## config.mk

```make
export PLATFORM = sky130hd
export DESIGN_NAME = dhp_host_port
export DESIGN_NICKNAME = d
export VERILOG_FILES = /design/src/design/dhp_pkg.sv /design/src/design/dhp_host_port.sv
export SDC_FILE = /design/constraint.sdc
export NUM_CORES = 1
export LEC_CHECK = 0
export ABC_AREA = 1
export BUFFER_PORTS_ARGS = -buffer_cell sky130_fd_sc_hd__buf_2
export CAP_MARGIN = 40
export CORE_UTILIZATION = 50
export DETAILED_ROUTE_END_ITERATION = 12
export HOLD_SLACK_MARGIN = 0.1
export PLACE_DENSITY = 0.83
export SLEW_MARGIN = 20
export SYNTH_ARGS = -nofsm -noshare
export SYNTH_HDL_FRONTEND = slang
export SYNTH_SLANG_ARGS = --single-unit
export TNS_END_PERCENT = 10
```

## constraint.sdc

```tcl
create_clock -name ref_clk_i -period 5.1 [get_ports ref_clk_i]
set_clock_uncertainty 0.1 [all_clocks]
set_input_delay 0.51 -clock ref_clk_i [delete_from_list [all_inputs] [get_ports ref_clk_i]]
set_output_delay 0.51 -clock ref_clk_i [all_outputs]
set_load 0.02 [all_outputs]
```

## src/design/dhp_pkg.sv

```systemverilog
// Package for the data acquisition host bus port
package dhp_pkg;
	localparam int ADDR_W     = 5;
	localparam int DATA_W     = 16;
	localparam int CNT_W      = 6;
	localparam int NUM_INT    = 8;
	localparam int BYTE_SEL_BIT = 0;
	localparam int INSTR_MAX_16 = 7;
	localparam int INSTR_MAX_8  = 15;
	localparam logic [CNT_W-1:0] FIFO_CNT_RST = 6'h00;
	localparam logic [7:0] INT_STAT_RST = 8'h00;

	typedef struct packed {
		logic                rd_n;
		logic                wr_n;
		logic                cs_n;
		logic                ale;
		logic                bus_width_select;
		logic [ADDR_W-1:0]   addr;
	} dhp_bus_t;

	typedef enum logic [1:0] {
		DHP_IDLE = 2'b00,
		DHP_READ = 2'b01,
		DHP_WRITE = 2'b10
	} dhp_state_t;
endpackage

```

## src/design/dhp_host_port.sv

```systemverilog
// Host bus port: strobes, address latch, data lanes, sync pin, interrupt and DMA
// Operation
// - Bus width high: low byte only, upper eight lines released.
// - Bus width low: all sixteen data lines carry transfers.
// - Drive data only while read strobe and chip select are low.
// - Take write data only while write strobe and chip select are low.
// - Chip select low freezes conversion clocking; resumes when high.
// - Latch strobe high passes address; falling edge captures address and select.
// - Latch strobe low: address and select changes ignored, captured values used.
// - Five address lines select registers, FIFO and instruction store.
// - Sync direction low: sync is input, rising edge triggers sample hold.
// - Conversion starts on the third clock edge after sync rising edge.
// - Sync direction high: drive sync high during each conversion.
// - Reset makes the sync pin an input.
// - Interrupt low while any unmasked condition of eight pends.
// - Reading interrupt status clears pending conditions, releases interrupt.
// - DMA request rises when FIFO count equals programmed threshold.
// - DMA request drops once FIFO is empty.
// - Channel choice comes from instruction store, passed to analog side.
// - Eight instructions on upper four lines, or all five in byte mode.
module dhp_host_port (
	input  wire logic                       ref_clk_i,
	input  wire logic                       sys_rst_i,
	input  wire dhp_pkg::dhp_bus_t          bus_i,
	input  wire logic [dhp_pkg::DATA_W-1:0] data_i,
	output logic      [dhp_pkg::DATA_W-1:0] data_o,
	output logic      [1:0]                 data_oe_n_o,
	input  wire logic [dhp_pkg::DATA_W-1:0] rd_word_i,
	output logic      [dhp_pkg::ADDR_W-1:0] word_addr_o,
	output logic                            instr_sel_o,
	output logic      [2:0]                 instr_idx_o,
	output logic      [dhp_pkg::DATA_W-1:0] wr_word_o,
	output logic      [1:0]                 wr_lane_o,
	output logic                            wr_stb_o,
	output logic                            rd_stb_o,
	output logic                            conv_run_o,
	input  wire logic                       sync_dir_i,
	input  wire logic                       sync_i,
	output logic                            sync_o,
	output logic                            sync_oe_n_o,
	input  wire logic                       conv_busy_i,
	output logic                            conv_start_o,
	input  wire logic [dhp_pkg::NUM_INT-1:0] int_event_i,
	input  wire logic [dhp_pkg::NUM_INT-1:0] int_mask_i,
	input  wire logic [dhp_pkg::ADDR_W-1:0] int_stat_addr_i,
	output logic      [dhp_pkg::NUM_INT-1:0] int_stat_o,
	output logic                            int_n_o,
	input  wire logic [dhp_pkg::CNT_W-1:0]  fifo_cnt_i,
	input  wire logic [dhp_pkg::CNT_W-1:0]  dma_thresh_i,
	output logic                            dma_request_out_o
);
	import dhp_pkg::*;

	dhp_bus_t                s1_reg;
	dhp_bus_t                s2_reg;
	logic [DATA_W-1:0]       d1_reg;
	logic [DATA_W-1:0]       d2_reg;
	logic [2:0]              sy_reg;
	logic                    ale_q_reg;
	logic [ADDR_W-1:0]       lat_addr_reg;
	logic                    lat_cs_n_reg;
	logic [ADDR_W-1:0]       eff_addr;
	logic                    eff_cs_n;
	logic                    rd_act;
	logic                    wr_act;
	dhp_state_t              state_reg;
	dhp_state_t              state_next;
	logic [NUM_INT-1:0]      pend_reg;
	logic                    stat_rd;
	logic                    sync_rise;
	logic                    byte_mode;

	// Pin synchronisers
	always_ff @(posedge ref_clk_i or posedge sys_rst_i) begin
		if (sys_rst_i) begin
			s1_reg <= '{rd_n: 1'b1, wr_n: 1'b1, cs_n: 1'b1, ale: 1'b1,
				bus_width_select: 1'b0, addr: '0};
			s2_reg <= '{rd_n: 1'b1, wr_n: 1'b1, cs_n: 1'b1, ale: 1'b1,
				bus_width_select: 1'b0, addr: '0};
			d1_reg <= '0;
			d2_reg <= '0;
			sy_reg <= '0;
		end else begin
			s1_reg <= bus_i;
			s2_reg <= s1_reg;
			d1_reg <= data_i;
			d2_reg <= d1_reg;
			sy_reg <= {sy_reg[1:0], sync_i};
		end
	end

	// Address and select latch
	always_ff @(posedge ref_clk_i or posedge sys_rst_i) begin
		if (sys_rst_i) begin
			ale_q_reg    <= 1'b1;
			lat_addr_reg <= '0;
			lat_cs_n_reg <= 1'b1;
		end else begin
			ale_q_reg <= s2_reg.ale;
			if (s2_reg.ale) begin
				lat_addr_reg <= s2_reg.addr;
				lat_cs_n_reg <= s2_reg.cs_n;
			end
		end
	end

	always_comb begin
		byte_mode = s2_reg.bus_width_select;
		eff_addr = s2_reg.ale ? s2_reg.addr : lat_addr_reg;
		eff_cs_n = s2_reg.ale ? s2_reg.cs_n : lat_cs_n_reg;
		rd_act   = !eff_cs_n && !s2_reg.rd_n;
		wr_act   = !eff_cs_n && !s2_reg.wr_n;
	end

	// Access state
	always_comb begin
		state_next = DHP_IDLE;
		if (rd_act) begin
			state_next = DHP_READ;
		end else if (wr_act) begin
			state_next = DHP_WRITE;
		end
	end

	always_ff @(posedge ref_clk_i or posedge sys_rst_i) begin
		if (sys_rst_i) begin
			state_reg <= DHP_IDLE;
		end else begin
			state_reg <= state_next;
		end
	end

	// Address decode and strobes
	always_ff @(posedge ref_clk_i or posedge sys_rst_i) begin
		if (sys_rst_i) begin
			word_addr_o <= '0;
			instr_sel_o <= 1'b0;
			instr_idx_o <= '0;
			wr_word_o   <= '0;
			wr_lane_o   <= '0;
			wr_stb_o    <= 1'b0;
			rd_stb_o    <= 1'b0;
			conv_run_o  <= 1'b1;
		end else begin
			conv_run_o <= eff_cs_n;
			if (byte_mode) begin
				word_addr_o <= {1'b0, eff_addr[ADDR_W-1:1]};
				instr_sel_o <= (eff_addr <= ADDR_W'(INSTR_MAX_8));
			end else begin
				word_addr_o <= eff_addr;
				instr_sel_o <= (eff_addr[ADDR_W-1:1] <= 4'(INSTR_MAX_16));
			end
			instr_idx_o <= eff_addr[3:1];
			rd_stb_o <= (state_reg != DHP_READ) && rd_act;
			wr_stb_o <= (state_reg == DHP_WRITE) && !wr_act;
			if (wr_act) begin
				if (byte_mode) begin
					wr_word_o <= {d2_reg[7:0], d2_reg[7:0]};
					wr_lane_o <= eff_addr[BYTE_SEL_BIT] ? 2'b10 : 2'b01;
				end else begin
					wr_word_o <= d2_reg;
					wr_lane_o <= 2'b11;
				end
			end
		end
	end

	// Read data lanes
	always_ff @(posedge ref_clk_i or posedge sys_rst_i) begin
		if (sys_rst_i) begin
			data_o      <= '0;
			data_oe_n_o <= 2'b11;
		end else begin
			if (rd_act && byte_mode) begin
				data_o <= {8'h00, eff_addr[BYTE_SEL_BIT] ? rd_word_i[15:8] : rd_word_i[7:0]};
			end else if (rd_act) begin
				data_o <= rd_word_i;
			end else begin
				data_o <= '0;
			end
			data_oe_n_o[0] <= !rd_act;
			data_oe_n_o[1] <= !(rd_act && !byte_mode);
		end
	end

	// Sync pin
	always_comb begin
		sync_rise = sy_reg[1] && !sy_reg[2];
	end

	always_ff @(posedge ref_clk_i or posedge sys_rst_i) begin
		if (sys_rst_i) begin
			sync_oe_n_o  <= 1'b1;
			sync_o       <= 1'b0;
			conv_start_o <= 1'b0;
		end else begin
			sync_oe_n_o  <= !sync_dir_i;
			sync_o       <= sync_dir_i && conv_busy_i;
			conv_start_o <= !sync_dir_i && sync_rise && eff_cs_n;
		end
	end

	// Interrupt
	always_comb begin
		stat_rd = rd_act && (state_reg != DHP_READ) && (eff_addr == int_stat_addr_i);
	end

	always_ff @(posedge ref_clk_i or posedge sys_rst_i) begin
		if (sys_rst_i) begin
			pend_reg <= INT_STAT_RST;
		end else begin
			pend_reg <= (stat_rd ? '0 : pend_reg) | int_event_i;
		end
	end

	always_ff @(posedge ref_clk_i or posedge sys_rst_i) begin
		if (sys_rst_i) begin
			int_stat_o <= INT_STAT_RST;
			int_n_o    <= 1'b1;
		end else begin
			int_stat_o <= pend_reg;
			int_n_o    <= !(|(pend_reg & ~int_mask_i)) || stat_rd;
		end
	end

	// DMA request
	always_ff @(posedge ref_clk_i or posedge sys_rst_i) begin
		if (sys_rst_i) begin
			dma_request_out_o <= 1'b0;
		end else if (fifo_cnt_i == FIFO_CNT_RST) begin
			dma_request_out_o <= 1'b0;
		end else if (fifo_cnt_i == dma_thresh_i) begin
			dma_request_out_o <= 1'b1;
		end
	end

	chk_hi_lane_off: assert property (@(posedge ref_clk_i) disable iff (sys_rst_i)
		byte_mode |=> data_oe_n_o[1]) else $error("upper lane driven in byte mode");
	chk_full_lane: assert property (@(posedge ref_clk_i) disable iff (sys_rst_i)
		(rd_act && !byte_mode) |=> !data_oe_n_o[1]) else $error("upper lane not driven");
	chk_drive_read: assert property (@(posedge ref_clk_i) disable iff (sys_rst_i)
		!rd_act |=> data_oe_n_o == 2'b11) else $error("bus driven without read");
	chk_run_freeze: assert property (@(posedge ref_clk_i) disable iff (sys_rst_i)
		!eff_cs_n |=> !conv_run_o) else $error("clocking not frozen");
	chk_latch_hold: assert property (@(posedge ref_clk_i) disable iff (sys_rst_i)
		(!s2_reg.ale && !ale_q_reg) |=> $stable(lat_addr_reg)) else $error("latch moved");
	chk_sync_start: assert property (@(posedge ref_clk_i) disable iff (sys_rst_i)
		(sync_rise && !sync_dir_i && eff_cs_n) |=> conv_start_o) else $error("no start");
	chk_sync_in: assert property (@(posedge ref_clk_i) disable iff (sys_rst_i)
		!sync_dir_i |=> sync_oe_n_o) else $error("sync driven as input");
	chk_int_low: assert property (@(posedge ref_clk_i) disable iff (sys_rst_i)
		(|(pend_reg & ~int_mask_i) && !stat_rd) |=> !int_n_o) else $error("int not low");
	chk_stat_clear: assert property (@(posedge ref_clk_i) disable iff (sys_rst_i)
		(stat_rd && int_event_i == '0) |=> pend_reg == '0) else $error("status not cleared");
	chk_dma_empty: assert property (@(posedge ref_clk_i) disable iff (sys_rst_i)
		(fifo_cnt_i == FIFO_CNT_RST) |=> !dma_request_out_o) else $error("dma held on empty");

	// Data lanes and write capture
	chk_rd_lane_lo: assert property (@(posedge ref_clk_i) disable iff (sys_rst_i)
		rd_act |=> !data_oe_n_o[0])
		else $error("low lane not driven on read");
	chk_byte_hi_zero: assert property (@(posedge ref_clk_i) disable iff (sys_rst_i)
		(rd_act && byte_mode) |=> data_o[15:8] == 8'h00)
		else $error("upper byte not zero in byte mode");
	chk_full_data: assert property (@(posedge ref_clk_i) disable iff (sys_rst_i)
		(rd_act && !byte_mode) |=> data_o == $past(rd_word_i))
		else $error("full word read mismatch");
	chk_byte_low: assert property (@(posedge ref_clk_i) disable iff (sys_rst_i)
		(rd_act && byte_mode && !eff_addr[0]) |=> data_o[7:0] == $past(rd_word_i[7:0]))
		else $error("low byte read mismatch");
	chk_byte_high: assert property (@(posedge ref_clk_i) disable iff (sys_rst_i)
		(rd_act && byte_mode && eff_addr[0]) |=> data_o[7:0] == $past(rd_word_i[15:8]))
		else $error("high byte read mismatch");
	chk_wr_full: assert property (@(posedge ref_clk_i) disable iff (sys_rst_i)
		(wr_act && !byte_mode) |=> (wr_word_o == $past(d2_reg) && wr_lane_o == 2'b11))
		else $error("full word write mismatch");
	chk_wr_lane_lo: assert property (@(posedge ref_clk_i) disable iff (sys_rst_i)
		(wr_act && byte_mode && !eff_addr[0]) |=> wr_lane_o == 2'b01)
		else $error("low byte lane wrong");
	chk_wr_lane_hi: assert property (@(posedge ref_clk_i) disable iff (sys_rst_i)
		(wr_act && byte_mode && eff_addr[0]) |=> wr_lane_o == 2'b10)
		else $error("high byte lane wrong");
	chk_wr_byte: assert property (@(posedge ref_clk_i) disable iff (sys_rst_i)
		(wr_act && byte_mode) |=> wr_word_o == {2{$past(d2_reg[7:0])}})
		else $error("byte write data wrong");
	chk_wr_hold: assert property (@(posedge ref_clk_i) disable iff (sys_rst_i)
		!wr_act |=> $stable(wr_word_o))
		else $error("write data taken without strobe");
	chk_wr_pulse: assert property (@(posedge ref_clk_i) disable iff (sys_rst_i)
		(state_reg == DHP_WRITE && !wr_act) |=> wr_stb_o)
		else $error("no write pulse at release");
	chk_wr_quiet: assert property (@(posedge ref_clk_i) disable iff (sys_rst_i)
		(state_reg != DHP_WRITE) |=> !wr_stb_o)
		else $error("write pulse without write");
	chk_rd_pulse: assert property (@(posedge ref_clk_i) disable iff (sys_rst_i)
		(rd_act && state_reg != DHP_READ) |=> rd_stb_o)
		else $error("no read pulse");
	chk_rd_once: assert property (@(posedge ref_clk_i) disable iff (sys_rst_i)
		rd_stb_o |=> !rd_stb_o)
		else $error("read pulse too long");

	// Clock freeze, address latch and address decode
	chk_run_resume: assert property (@(posedge ref_clk_i) disable iff (sys_rst_i)
		eff_cs_n |=> conv_run_o)
		else $error("clocking not resumed");
	chk_latch_addr: assert property (@(posedge ref_clk_i) disable iff (sys_rst_i)
		s2_reg.ale |=> lat_addr_reg == $past(s2_reg.addr))
		else $error("address not followed");
	chk_latch_cs: assert property (@(posedge ref_clk_i) disable iff (sys_rst_i)
		s2_reg.ale |=> lat_cs_n_reg == $past(s2_reg.cs_n))
		else $error("select not followed");
	chk_cs_hold: assert property (@(posedge ref_clk_i) disable iff (sys_rst_i)
		!s2_reg.ale |=> $stable(lat_cs_n_reg))
		else $error("latched select moved");
	chk_word_full: assert property (@(posedge ref_clk_i) disable iff (sys_rst_i)
		!byte_mode |=> word_addr_o == $past(eff_addr))
		else $error("word address wrong");
	chk_word_byte: assert property (@(posedge ref_clk_i) disable iff (sys_rst_i)
		byte_mode |=> word_addr_o == {1'b0, $past(eff_addr[ADDR_W-1:1])})
		else $error("byte mode word address wrong");
	chk_instr_idx: assert property (@(posedge ref_clk_i) disable iff (sys_rst_i)
		(rd_act || wr_act) |=> instr_idx_o == $past(eff_addr[3:1]))
		else $error("instruction index wrong");
	chk_instr_sel: assert property (@(posedge ref_clk_i) disable iff (sys_rst_i)
		(rd_act || wr_act) |=> instr_sel_o == !$past(eff_addr[ADDR_W-1]))
		else $error("instruction area decode wrong");

	// Sync pin, interrupt and DMA
	chk_sync_out: assert property (@(posedge ref_clk_i) disable iff (sys_rst_i)
		sync_dir_i |=> (!sync_oe_n_o && sync_o == $past(conv_busy_i)))
		else $error("sync output wrong");
	chk_sync_gate: assert property (@(posedge ref_clk_i) disable iff (sys_rst_i)
		(!sync_dir_i && !sync_rise) |=> !conv_start_o)
		else $error("start without sync edge");
	chk_sync_frozen: assert property (@(posedge ref_clk_i) disable iff (sys_rst_i)
		!eff_cs_n |=> !conv_start_o)
		else $error("start while frozen");
	chk_int_idle: assert property (@(posedge ref_clk_i) disable iff (sys_rst_i)
		!(|(pend_reg & ~int_mask_i)) |=> int_n_o)
		else $error("int low without cause");
	chk_stat_release: assert property (@(posedge ref_clk_i) disable iff (sys_rst_i)
		stat_rd |=> int_n_o)
		else $error("int not released on status read");
	chk_event_wins: assert property (@(posedge ref_clk_i) disable iff (sys_rst_i)
		(stat_rd && int_event_i != '0) |=> pend_reg == $past(int_event_i))
		else $error("event lost on status read");
	chk_dma_rise: assert property (@(posedge ref_clk_i) disable iff (sys_rst_i)
		(fifo_cnt_i != FIFO_CNT_RST && fifo_cnt_i == dma_thresh_i) |=> dma_request_out_o)
		else $error("dma not raised on threshold");
	chk_dma_keep: assert property (@(posedge ref_clk_i) disable iff (sys_rst_i)
		(fifo_cnt_i != FIFO_CNT_RST && fifo_cnt_i != dma_thresh_i)
		|=> dma_request_out_o == $past(dma_request_out_o))
		else $error("dma moved without cause");

	cov_read: cover property (@(posedge ref_clk_i) disable iff (sys_rst_i) rd_stb_o);
	cov_write: cover property (@(posedge ref_clk_i) disable iff (sys_rst_i) wr_stb_o);
	cov_dma: cover property (@(posedge ref_clk_i) disable iff (sys_rst_i) $rose(dma_request_out_o));
	cov_int: cover property (@(posedge ref_clk_i) disable iff (sys_rst_i) $fell(int_n_o));
	cov_sync: cover property (@(posedge ref_clk_i) disable iff (sys_rst_i) conv_start_o);
endmodule

```

# Word-level counts from Yosys, hierarchy flattened
# Cells that the tools add are included.
[totals] out_inout_bits=61 reg_bits=131 in_bits=80
[op_classes] n_mux=15 eq_ne=4 n_bitwise=3 magnitude_cmp=2 reduce_logical=25
[op_table] operator="$mux W16" count=3
[op_table] operator="$mux W8" count=2
[op_table] operator="$logic_and A1 B1 Y1" count=11
[op_table] operator="$logic_not A1 Y1" count=10
[op_table] operator="$mux W5" count=2
[op_table] operator="$and A8 B8 Y8" count=1
[op_table] operator="$mux W2" count=4
[op_table] operator="$not A8 Y8" count=1
[op_table] operator="$or A8 B8 Y8" count=1
[op_table] operator="$reduce_or A8 Y1" count=1
[op_table] operator="$eq A6 B6 Y1" count=1
[op_table] operator="$logic_not A6 Y1" count=1
[op_table] operator="$eq A5 B5 Y1" count=1
[op_table] operator="$le A5 B4 Y1 const B" count=1
[op_table] operator="$le A4 B3 Y1 const B" count=1
[op_table] operator="$mux W1" count=4
[op_table] operator="$eq A2 B2 Y1 const B" count=1
[op_table] operator="$ne A2 B1 Y1 const B" count=1
[op_table] operator="$reduce_bool A2 Y1" count=1
[op_table] operator="$logic_or A1 B1 Y1" count=1

# Longest topological paths before layout
# Gate-level depths: netlist (run 1).
[depth] ltp_word=7 ltp_mapped=10 ltp_nobuf=9

# Worst setup path before layout (run 1)
# Ideal clock, no wire load.
[synth_timing] kind="flip-flop to flip-flop" start="reg s2_reg[6] (netlist name)" end="reg wr_word_o[9] (netlist name)" required_ns=4.877 period_less_slack_ns=1.498 t_arrival_ns=1.275 setup_time_ns=0.123 stages_incl_launch_ff=10 setup_slack_ns=3.602 path_cell_list="dfstp_2 > buf_6 > nand2_1 > nand2_4 > inv_4 > nor2_8 > inv_4 > buf_6 > nand2_1 > o21ai_2"
[synth_between] elab_chain_len=3
[synth_lines] item="start, declared" line_no="dhp_host_port.sv:55" text="dhp_bus_t s2_reg;"
[synth_lines] item="start signal, assigned" line_no="dhp_host_port.sv:78" text="s2_reg <= '{rd_n: 1'b1, wr_n: 1'b1, cs_n: 1'b1, ale: 1'b1,"
[synth_lines] item="start signal, assigned" line_no="dhp_host_port.sv:85" text="s2_reg <= s1_reg;"
[synth_lines] item="$mux W1" line_no="dhp_host_port.sv:110" text="eff_cs_n = s2_reg.ale ? s2_reg.cs_n : lat_cs_n_reg;"
[synth_lines] item="via eff_cs_n" line_no="dhp_host_port.sv:63" text="logic eff_cs_n;"
[synth_lines] item="$logic_not A1 Y1" line_no="dhp_host_port.sv:112" text="wr_act = !eff_cs_n && !s2_reg.wr_n;"
[synth_lines] item="$logic_and A1 B1 Y1" line_no="dhp_host_port.sv:112"
[synth_lines] item="end signal, assigned" line_no="dhp_host_port.sv:158" text="wr_word_o <= {d2_reg[7:0], d2_reg[7:0]};"
[synth_lines] item="end signal, assigned" line_no="dhp_host_port.sv:161" text="wr_word_o <= d2_reg;"
[synth_lines] item="end, declared" line_no="dhp_host_port.sv:32" text="output logic [dhp_pkg::DATA_W-1:0] wr_word_o,"
# The timed path passes the listed nets, and every way through them passes these cells.
# A chain may end at the register's enable or synchronous reset.

# Worst setup path in the final report (run 1)
[layout_timing] start="reg s2_reg[6] (netlist name)" end="reg pend_reg[1]"
[layout_between] elab_chain_len=7
[layout_lines] item="branches (longest 4 deep; another with $mux W5)"
[layout_lines] item="$logic_and A1 B1 Y1 *" line_no="dhp_host_port.sv:205" text="stat_rd = rd_act && (state_reg != DHP_READ) && (eff_addr == int_stat_addr_i);"
[layout_lines] item="$mux W8 *" line_no="dhp_host_port.sv:212" text="pend_reg <= (stat_rd ? '0 : pend_reg) | int_event_i;"
[layout_lines] item="$or A8 B8 Y8 *" line_no="dhp_host_port.sv:212"
[layout_lines] item="end signal, assigned" line_no="dhp_host_port.sv:212"
[layout_lines] item="end, declared" line_no="dhp_host_port.sv:68" text="logic [NUM_INT-1:0] pend_reg;"
# Every way passes the cells marked *.

==> metrics, run 1 <==
initial antenna violation count=0; Avg Cell Area, Syn=roughly 11 um2; minimum clock period=2120 ps; Setup Fix Bufs, Post-CTS=0; Clock Tree Buf Depth=2; PwrDens=409 nW/um2; VDD IR-drop max=0.237 mV; Critical Path Most Common Cell=nand2_1; P&R area growth vs syn=38.0%; max cap viols=0; Post-Synthesis Cells=406; pre-CTS setup slack=between 3000 and 4000 ps; worst path buffer plus inverter count=1; Synthesized Nets=just under 500; # rows=34; Crit Path Category=reg2reg; commonest non-fill, non-tap cells in the layout=buf_2, dfrtp_1, nand2_1; first-pass GRT wire length=16100 um; H-tree lvl count=4; final period utilization=41.6%; Arrival @ worst endpoint=2410 ps; Hold Slack=134 ps; Fin Setup TNS=0 ps; Core Area=just under 9000 um2; buffers added on ports=140; Synthesis Warnings=0; Worst-Margin Slew=570 ps; layout cells sized above 1=36.2%; final instance area=between 6000 and 7000 um2; Primary FF master, synth=dfrtp_1; Max Clock Freq=around 470 MHz; Setup crit start kind=flop; Hold Fails Final Rpt=0; failing checks=DRC; Skew-Pair Late Insertion Delay=around 500 ps; crit-path cells=inv_6 > nand2_2 > nand2_1 > nand2_1 > nand2_1 > nor2_1 > nand3_2 > nand2_1 > nand2_1; max incr delay on CP=650 ps; Root Buffer=clkbuf_8; register area=about 3200 um2; number of flops mapped to enable cells by yosys=0; GRT Util Overall=22.2%; Cell Area, Synth=4580 um2; worst min path class=in2reg; most common cell after layout, fill and taps aside=buf_2; Seq/Total Area, Yosys=between 70% and 80%; CTS resizes=0; final worst slack=2980 ps; Vias/cell=roughly 4.7; io pins=141; Worst EP required=5390 ps; flop-to-flop setup slack=2980 ps; full die area=about 9500 um2; post-placement cell area=5340 um2; Worst Setup End Kind=flop; cts hold-fix bufs=38; Antenna Cells=0; clk slew on worst S/H paths=60 ps; GPL Wtd Cong=0.808; vias in the first global route=3529; Initial Utilization=a little over half; TritonRoute pass-1 iters=8; RSZ-0062 raised after global routing=no; Yosys reg bits=128; gr ovfl total=0; hpwl dp=6250 um; Vias=3331; DIE WIDTH=97.7 um; Max Slew Vio Count=0; pin count of the biggest net entering global routing=53; # fillers=607; CTS tree=done; slowest CP cell=dfstp_2; post-route DRC violation count=20; area taken by multi-input logic gates=978 um2; DRT iter0 DRCs=approximately 170; fin nets=672; total CTS buffers=17; Cell variety after synth=27; clk sink count=128; post-DR wirelength/cell=13.3 um; crit-path leading delay family=simple AND/OR/NAND/NOR gates; Setup-failing EPs final=0; WL final=roughly 9500 um; post-route ant nets=0; Chip Height=97.7 um; Max FO, Critical Path=21; status=complete, but fails checks; static leakage=0.00340 uW; Worst slew margin=61.9%; Synth async-reset ratio=between 90% and 100%
## worst paths after layout
check | from | to | depth (start not counted)
worst max-delay path | s2_reg[6] | pend_reg[1] | 9
worst min-delay path | rd_word_i[15] | data_o[15] | 3
worst max register to register | s2_reg[6] | pend_reg[1] | 9
worst min register to register | d1_reg[15] | d2_reg[15] | 0
max in group asynchronous | sys_rst_i | s2_reg[7] | 4
min in group asynchronous | sys_rst_i | d1_reg[5] | 3
## per-layer routing
layer	share of wire, %	vias to the layer above	wire, um	track usage (%)
li1	-	1607	-	-
met1	38	1578	3620	25.1
met2	54	127	5070	38.5
met3	5.8	19	550	6.62
met4	2.5	0	236	10.5
met5	0	-	0	0
## synthesized netlist by cell type, types with 2 or more instances
| master | instances | area share (%) |
|---|---|---|
| buf_6 | 5 | 1.2 |
| xor2_1 | 5 | 0.96 |
| nand2_1 | 86 | 7.0 |
| buf_4 | 4 | 0.66 |
| dfrtp_1 | 115 | 63 |
| nand2_4 | 2 | 0.49 |
| nand3_1 | 16 | 1.7 |
| nor2_1 | 22 | 1.8 |
| buf_2 | 3 | 0.33 |
| o21ai_0 | 27 | 3.0 |
| dfstp_2 | 13 | 7.5 |
| o21ai_2 | 15 | 2.9 |
| nand2_2 | 6 | 0.82 |
| o22ai_1 | 4 | 0.55 |
| nand3_2 | 2 | 0.44 |
| inv_4 | 2 | 0.27 |
| inv_1 | 67 | 5.5 |
| nand3b_1 | 2 | 0.33 |
| clkbuf_1 | 2 | 0.16 |
## metrics by stage
stage	utilization, %	total power (uW)	cells
after floorplan	-	1310	406
after detailed placement	60.7	1420	642
after global placement	60.4	1410	641
after global routing	71.8	2700	713
final	71.8	2590	713
after CTS	71.6	2610	712
## worst min-delay path: cells and delay by family
kind                   cells  cell delay [ps]
buffers and inverters      2              150
and+or+nand+nor            1               40
## power by group
group          internal [uW]  switching, uW
combinational            116            187
clock                    714            445
sequential              1090           33.9
## cell type report
class / instances / share of cell area (%)
flip-flops and latches: 128 / 50.9
inverters: 70 / 4.35
clock buffers: 18 / 6.77
repair buffers: 181 / 17.9
multi-input cells: 194 / 15.5
well taps: 108 / 2.14
clock inverters: 14 / 2.43
## cells by family (layout without fill, tap and decap cells)
family | after synthesis | in the layout | synth area share (%)
simple gates | 140 | 140 | 13.6
compound gates | 49 | 49 | 6.80
xor+xnor | 5 | 5 | 0.956
flops | 128 | 128 | 70.3
buf+inv | 84 | 283 | 8.33
No activity file was read; power rests on OpenSTA's default activity.
==> run 2, diff against run 1 <==
--- a/config.mk
+++ b/config.mk
@@ -8,10 +8,10 @@
 export ABC_AREA = 1
 export BUFFER_PORTS_ARGS = -buffer_cell sky130_fd_sc_hd__buf_2
 export CAP_MARGIN = 40
-export CORE_UTILIZATION = 50
+export CORE_UTILIZATION = 46
 export DETAILED_ROUTE_END_ITERATION = 12
 export HOLD_SLACK_MARGIN = 0.1
-export PLACE_DENSITY = 0.83
+export PLACE_DENSITY = 0.81
 export SLEW_MARGIN = 20
 export SYNTH_ARGS = -nofsm -noshare
 export SYNTH_HDL_FRONTEND = slang
==> constraint.sdc (replaced) <==
create_clock -name ref_clk_i -period 1.7 [get_ports ref_clk_i]
set_clock_uncertainty 0.1 [all_clocks]
set_input_delay 0.17 -clock ref_clk_i [delete_from_list [all_inputs] [get_ports ref_clk_i]]
set_output_delay 0.17 -clock ref_clk_i [all_outputs]
set_load 0.02 [all_outputs]
==> run 2 against run 1 <==
The flow now finishes without violations. First-iteration DRC count fell by 11%. Sequential share of layout area fell by 4.5 points. Clock power rose to 2.9 times the previous value. Die area rose by 8.5%. Hold slack improved by 50 ps. Non-clock buffer count rose by 51. Global-route usage rose by 0.45 points. Power rose to 3.0 times the previous value. Sequential power rose to 3.0 times the previous value. Combinational power rose to 3.5 times the previous value. Register-to-register slack got worse by 3000 ps. Via count rose by 8.0%. Largest cell class unchanged. Largest power group is now sequential cells. Highest routed layer unchanged.
==> metrics, run 2 (synthesis gave the netlist of run 1 again) <==
crit-path leading delay family=simple AND/OR/NAND/NOR gates; Max Slew Vio Count=0; minimum clock period=1670 ps; max cap viols=0; Skew-Pair Late Insertion Delay=520 ps; Initial Utilization=47.1%; # fillers=676; full die area=10400 um2; layout cells sized above 1=36.3%; post-route ant nets=0; status=finished, final reports clean; VDD IR-drop max=0.709 mV; Max FO, Critical Path=6; Chip Height=102 um; Setup crit start kind=flop; clk slew on worst S/H paths=about 60 ps; total CTS buffers=17; final period utilization=between 90% and 100%; post-placement cell area=between 5000 and 6000 um2; GPL Wtd Cong=0.807; commonest non-fill, non-tap cells in the layout=buf_2, dfrtp_1, dlygate4sd3_1; vias in the first global route=about 3600; CTS tree=done; PwrDens=1120 nW/um2; initial antenna violation count=0; Vias/cell=4.55; WL final=11000 um; # rows=36; P&R area growth vs syn=51.4%; Hold Fails Final Rpt=0; Root Buffer=clkbuf_8; hpwl dp=6110 um; clk sink count=128; Worst EP required=2010 ps; pin count of the biggest net entering global routing=74; crit-path cells=buf_6 > nand2_2 > nand3b_1 > nand2_2 > nor2_4 > nand3_4 > nand2_1 > nand2_1; Max Clock Freq=roughly 600 MHz; first-pass GRT wire length=roughly 17000 um; Arrival @ worst endpoint=1980 ps; buffers added on ports=140; Core Area=9730 um2; most common cell after layout, fill and taps aside=buf_2; Worst slew margin=between 70% and 80%; slowest CP cell=dfstp_2; RSZ-0062 raised after global routing=yes; Worst-Margin Slew=403 ps; TritonRoute pass-1 iters=4; DIE WIDTH=102 um; Crit Path Category=reg2reg; post-DR wirelength/cell=13.9 um; Clock Tree Buf Depth=2; static leakage=~0.0036 uW; max incr delay on CP=590 ps; io pins=around 140; worst path buffer plus inverter count=1; Power, Total=7770 uW; dpl cells=between 600 and 700; worst min path class=in2reg; Antenna Cells=0; Post-Route Utilization=71.3%; DRT iter0 DRCs=155; GRT Util Overall=22.6%; H-tree lvl count=4; final instance area=roughly 6900 um2; Worst Setup End Kind=flop; Vias=3597; post-route DRC violation count=0; fin nets=725; gr ovfl total=0; Setup-failing EPs final=0; Layout Cells excl Fill=791
-- run 2: worst register-to-register path, delay by kind of cell, from the launching register on --
| kind | cells | cell delay, ps |
|---|---|---|
| AND/OR/NAND/NOR | 7 | 740 |
| flip-flops | 1 | 590 |
| buffers and inverters | 1 | 140 |
-- run 2: routing by layer --
layer | up-vias | routed length, um | part of all wire, % | track usage (%)
li1 | 1718 | - | - | -
met1 | 1721 | 4220 | 38 | 24.7
met2 | 139 | 5930 | 54 | 40.8
met3 | 19 | 649 | 5.9 | 5.18
met4 | 0 | 208 | 1.9 | 12.0
met5 | - | 0 | 0 | 0
-- run 2: cell type report --
class / count / area [um2] / area share, %
Sequential cell: 128 / 3220 / 46.4
Timing Repair Buffer: 232 / 1660 / 23.9
Multi-Input combinational cell: 196 / 1050 / 15.2
Clock buffer: 22 / 473 / 6.82
Inverter: 70 / 277 / 3.99
Tap cell: 133 / 166 / 2.40
Clock inverter: 10 / 85.1 / 1.23
-- run 2: worst paths after layout --
check,startpoint,to,slack [ps],depth (start not counted)
setup reg to reg,s2_reg[6],pend_reg[3],30,8
hold / removal,data_i[15],d1_reg[15],180,2
min in group asynchronous,sys_rst_i,dma_request_out_o,230,4
setup / recovery,s2_reg[6],pend_reg[3],30,8
max in group asynchronous,sys_rst_i,data_oe_n_o[0],900,4
hold reg to reg,s1_reg[3],s2_reg[3],240,0
-- run 2: per-stage QoR --
stage / hold WS [ps] / TNS [ps] / setup WS, ps
2_1_floorplan: 74.5 / -16170 / -141
3_3_place_gp: 177 / 0 / 39.4
3_5_place_dp: 177 / -216 / -73.2
4_1_cts: 161 / -7.94 / -7.94
5_1_grt: 178 / -85.1 / -28.3
6_report: 184 / 0 / 26.6
-- run 2: timing repair --
action | 4_1_cts | 5_1_grt
gates cloned | 0 | 2
pin swaps | 1 | 6
hold buffers | 81 | 0
setup buffers | 0 | 3
endpoints found under the hold margin | 184 | 0
setup endpoints to repair | 14 | 14
resized for setup | 3 | 15
-- run 2: where the power goes --
part	internal, uW	switching (uW)
Sequential	3270	97.6
Clock	2080	1260
Combinational	455	613
==> run 3, diff against run 2 <==
--- a/config.mk
+++ b/config.mk
@@ -7,11 +7,12 @@
 export LEC_CHECK = 0
 export ABC_AREA = 1
 export BUFFER_PORTS_ARGS = -buffer_cell sky130_fd_sc_hd__buf_2
-export CAP_MARGIN = 40
-export CORE_UTILIZATION = 46
+export CELL_PAD_IN_SITES_DETAIL_PLACEMENT = 1
+export CELL_PAD_IN_SITES_GLOBAL_PLACEMENT = 2
+export CORE_UTILIZATION = 28
 export DETAILED_ROUTE_END_ITERATION = 12
 export HOLD_SLACK_MARGIN = 0.1
-export PLACE_DENSITY = 0.81
+export PLACE_DENSITY = 0.79
 export SLEW_MARGIN = 20
 export SYNTH_ARGS = -nofsm -noshare
 export SYNTH_HDL_FRONTEND = slang
==> run 3 against run 2 <==
Clock-buffer cell count unchanged. Critical path depth rose by 1. First-iteration DRC count shrank 43%. Register-to-register slack improved by 40 ps. Sequential power about the same. Critical path type unchanged. Highest routed layer unchanged.
==> metrics, run 3 (synthesis gave the netlist of run 1 again) <==
initial antenna violation count=0; RR Endpoint=pend_reg[0]; Hold Path Depth=5; full die area=approximately 17000 um2; # rows=46; GPL Wtd Cong=roughly 0.66; flop-to-flop setup slack=70 ps; status=finished, final reports clean; first-pass GRT wire length=18800 um; final period utilization=between 90% and 100%; gr ovfl total=0; layout cells sized above 1=a little under two fifths; Crit Path Category=reg2reg; io pins=141; pin count of the biggest net entering global routing=79; Arrival @ worst endpoint=1830 ps; # fillers=1801; post-route ant nets=0; Max Clock Freq=613 MHz; GRT Util Overall=between 10% and 20%; buffers added on ports=140; WL final=11800 um; Setup Fix Bufs, Post-CTS=0; Setup crit start kind=flop; Max Slew Vio Count=0; vias in the first global route=3946; Worst EP required=1900 ps; Clock Tree Buf Depth=2; Power Internal=6090 uW; Core Area=15900 um2; Reg power frac=roughly two fifths; Hold Fails Final Rpt=0; PwrDens=1150 nW/um2; Power, Total=a little over 8000 uW; Setup-failing EPs final=0; Vias=roughly 3500; post-DR wirelength/cell=roughly 14 um; area taken by multi-input logic gates=1070 um2; register area=3220 um2; minimum clock period=between 1500 and 2000 ps; FF-to-FF Start=s2_reg[6]; Antenna Cells=0; static leakage=0.00364 uW; Worst slew margin=between 70% and 80%; Vias/cell=4.09; CTS tree=done; Hold Slack=114 ps; total CTS buffers=17; P&R area growth vs syn=53.0%; NetSw=roughly 2000 uW; Hold Crit Start=int_mask_i[0]; Max FO, Critical Path=8; Worst-Margin Slew=421 ps; Chip Height=approximately 130 um; worst min path class=in2reg; end of the worst hold path=int_n_o; VDD IR-drop max=0.641 mV; Worst Setup End Kind=flop; Comb power frac=13.1%; RSZ-0062 raised after global routing=yes; Initial Utilization=28.7%; DRT iter0 DRCs=89; fin nets=718; Root Buffer=clkbuf_16; post-route DRC violation count=0; TritonRoute pass-1 iters=4; Skew-Pair Late Insertion Delay=400 ps; DIE WIDTH=130 um; cell depth of the worst flop-to-flop path=9; most common cell after layout, fill and taps aside=buf_2; clock power share=45.1%; clk slew on worst S/H paths=50 ps; max cap viols=0; H-tree lvl count=4; Sw Ratio=between 20% and 30%; Fin Setup TNS=0 ps; commonest non-fill, non-tap cells in the layout=buf_2, dfrtp_1, nand2_1; pre-CTS setup slack=-10.5 ps; clk sink count=128; final worst slack=between 60 and 70 ps; hpwl dp=7800 um
## run 3: changes by cell type in the layout (fill, tap and decap cells not counted), sizes merged
| cell | delta |
|---|---|
| buf | +3 |
| inv | +1 |
| clkbuf | +1 |
| bufinv | +2 |
| clkinv | -1 |
| nor2 | -1 |
| dlygate4sd3 | -10 |
| clkinvlp | -2 |
## run 3: layer usage
metal	vias up	track usage, %	share of wire [%]
met1	1733	16.4	40
met5	-	0	0
met4	0	6.70	2.2
met2	96	26.7	53
met3	19	4.26	4.9
li1	1697	-	-
## run 3: worst max-delay path by stage
| stage | startpoint | end | slack, ps | cells after the start |
|---|---|---|---|---|
| final | s2_reg[6] | pend_reg[0] | 70 | 9 |
| after global routing | s2_reg[6] | pend_reg[0] | -40 | 9 |
| after CTS | s2_reg[6] | pend_reg[5] | -10 | 8 |
| after detailed placement | s2_reg[6] | pend_reg[5] | -10 | 8 |
| after global placement | s2_reg[6] | pend_reg[0] | 40 | 8 |
| after floorplan | sys_rst_i | byte_mode | -140 | 1 |
## run 3: layout make-up
cell class,instances,area share (%)
Inverter,70,3.95
Clock inverter,10,1.91
Sequential cell,128,45.9
Multi-Input combinational cell,195,15.3
Timing Repair Buffer,226,22.4
Tap cell,216,3.86
Clock buffer,22,6.62
## run 3: worst max-delay path: stages, from the launching register on
cell and delay, ps:
dfstp_2 610, inv_6 80, nand2_4 80, nand2_4 60
nand2_1 80, nand2_2 60, nor2_4 160, nand3_4 130
nand2_2 100, nand2_1 50
## run 3: stage by stage
step	util [%]	instance area, um2	std cells
6_report	43.9	7010	867
4_1_cts	43.3	6900	865
3_5_place_dp	35.0	5590	762
5_1_grt	43.9	7010	867
2_1_floorplan	-	4580	406
3_3_place_gp	35.0	5590	762
## run 3: what timing repair did
action / in CTS / in global routing
pin swaps: 1 / 4
setup endpoints to repair: 7 / 18
cloned: 0 / 2
hold buffers: 71 / 0
gates resized for setup: 1 / 26
endpoints found under the hold margin: 174 / 0
## run 3: power by group through the flow
| stage | combinational, uW | sequential [uW] | clock, uW |
|---|---|---|---|
| after detailed placement | 902 | 3420 | 0 |
| after floorplan | 375 | 3570 | 0 |
| after global routing | 1180 | 3390 | 3860 |
| final | 1060 | 3370 | 3640 |
| after global placement | 878 | 3420 | 0 |
| after CTS | 1030 | 3370 | 3760 |
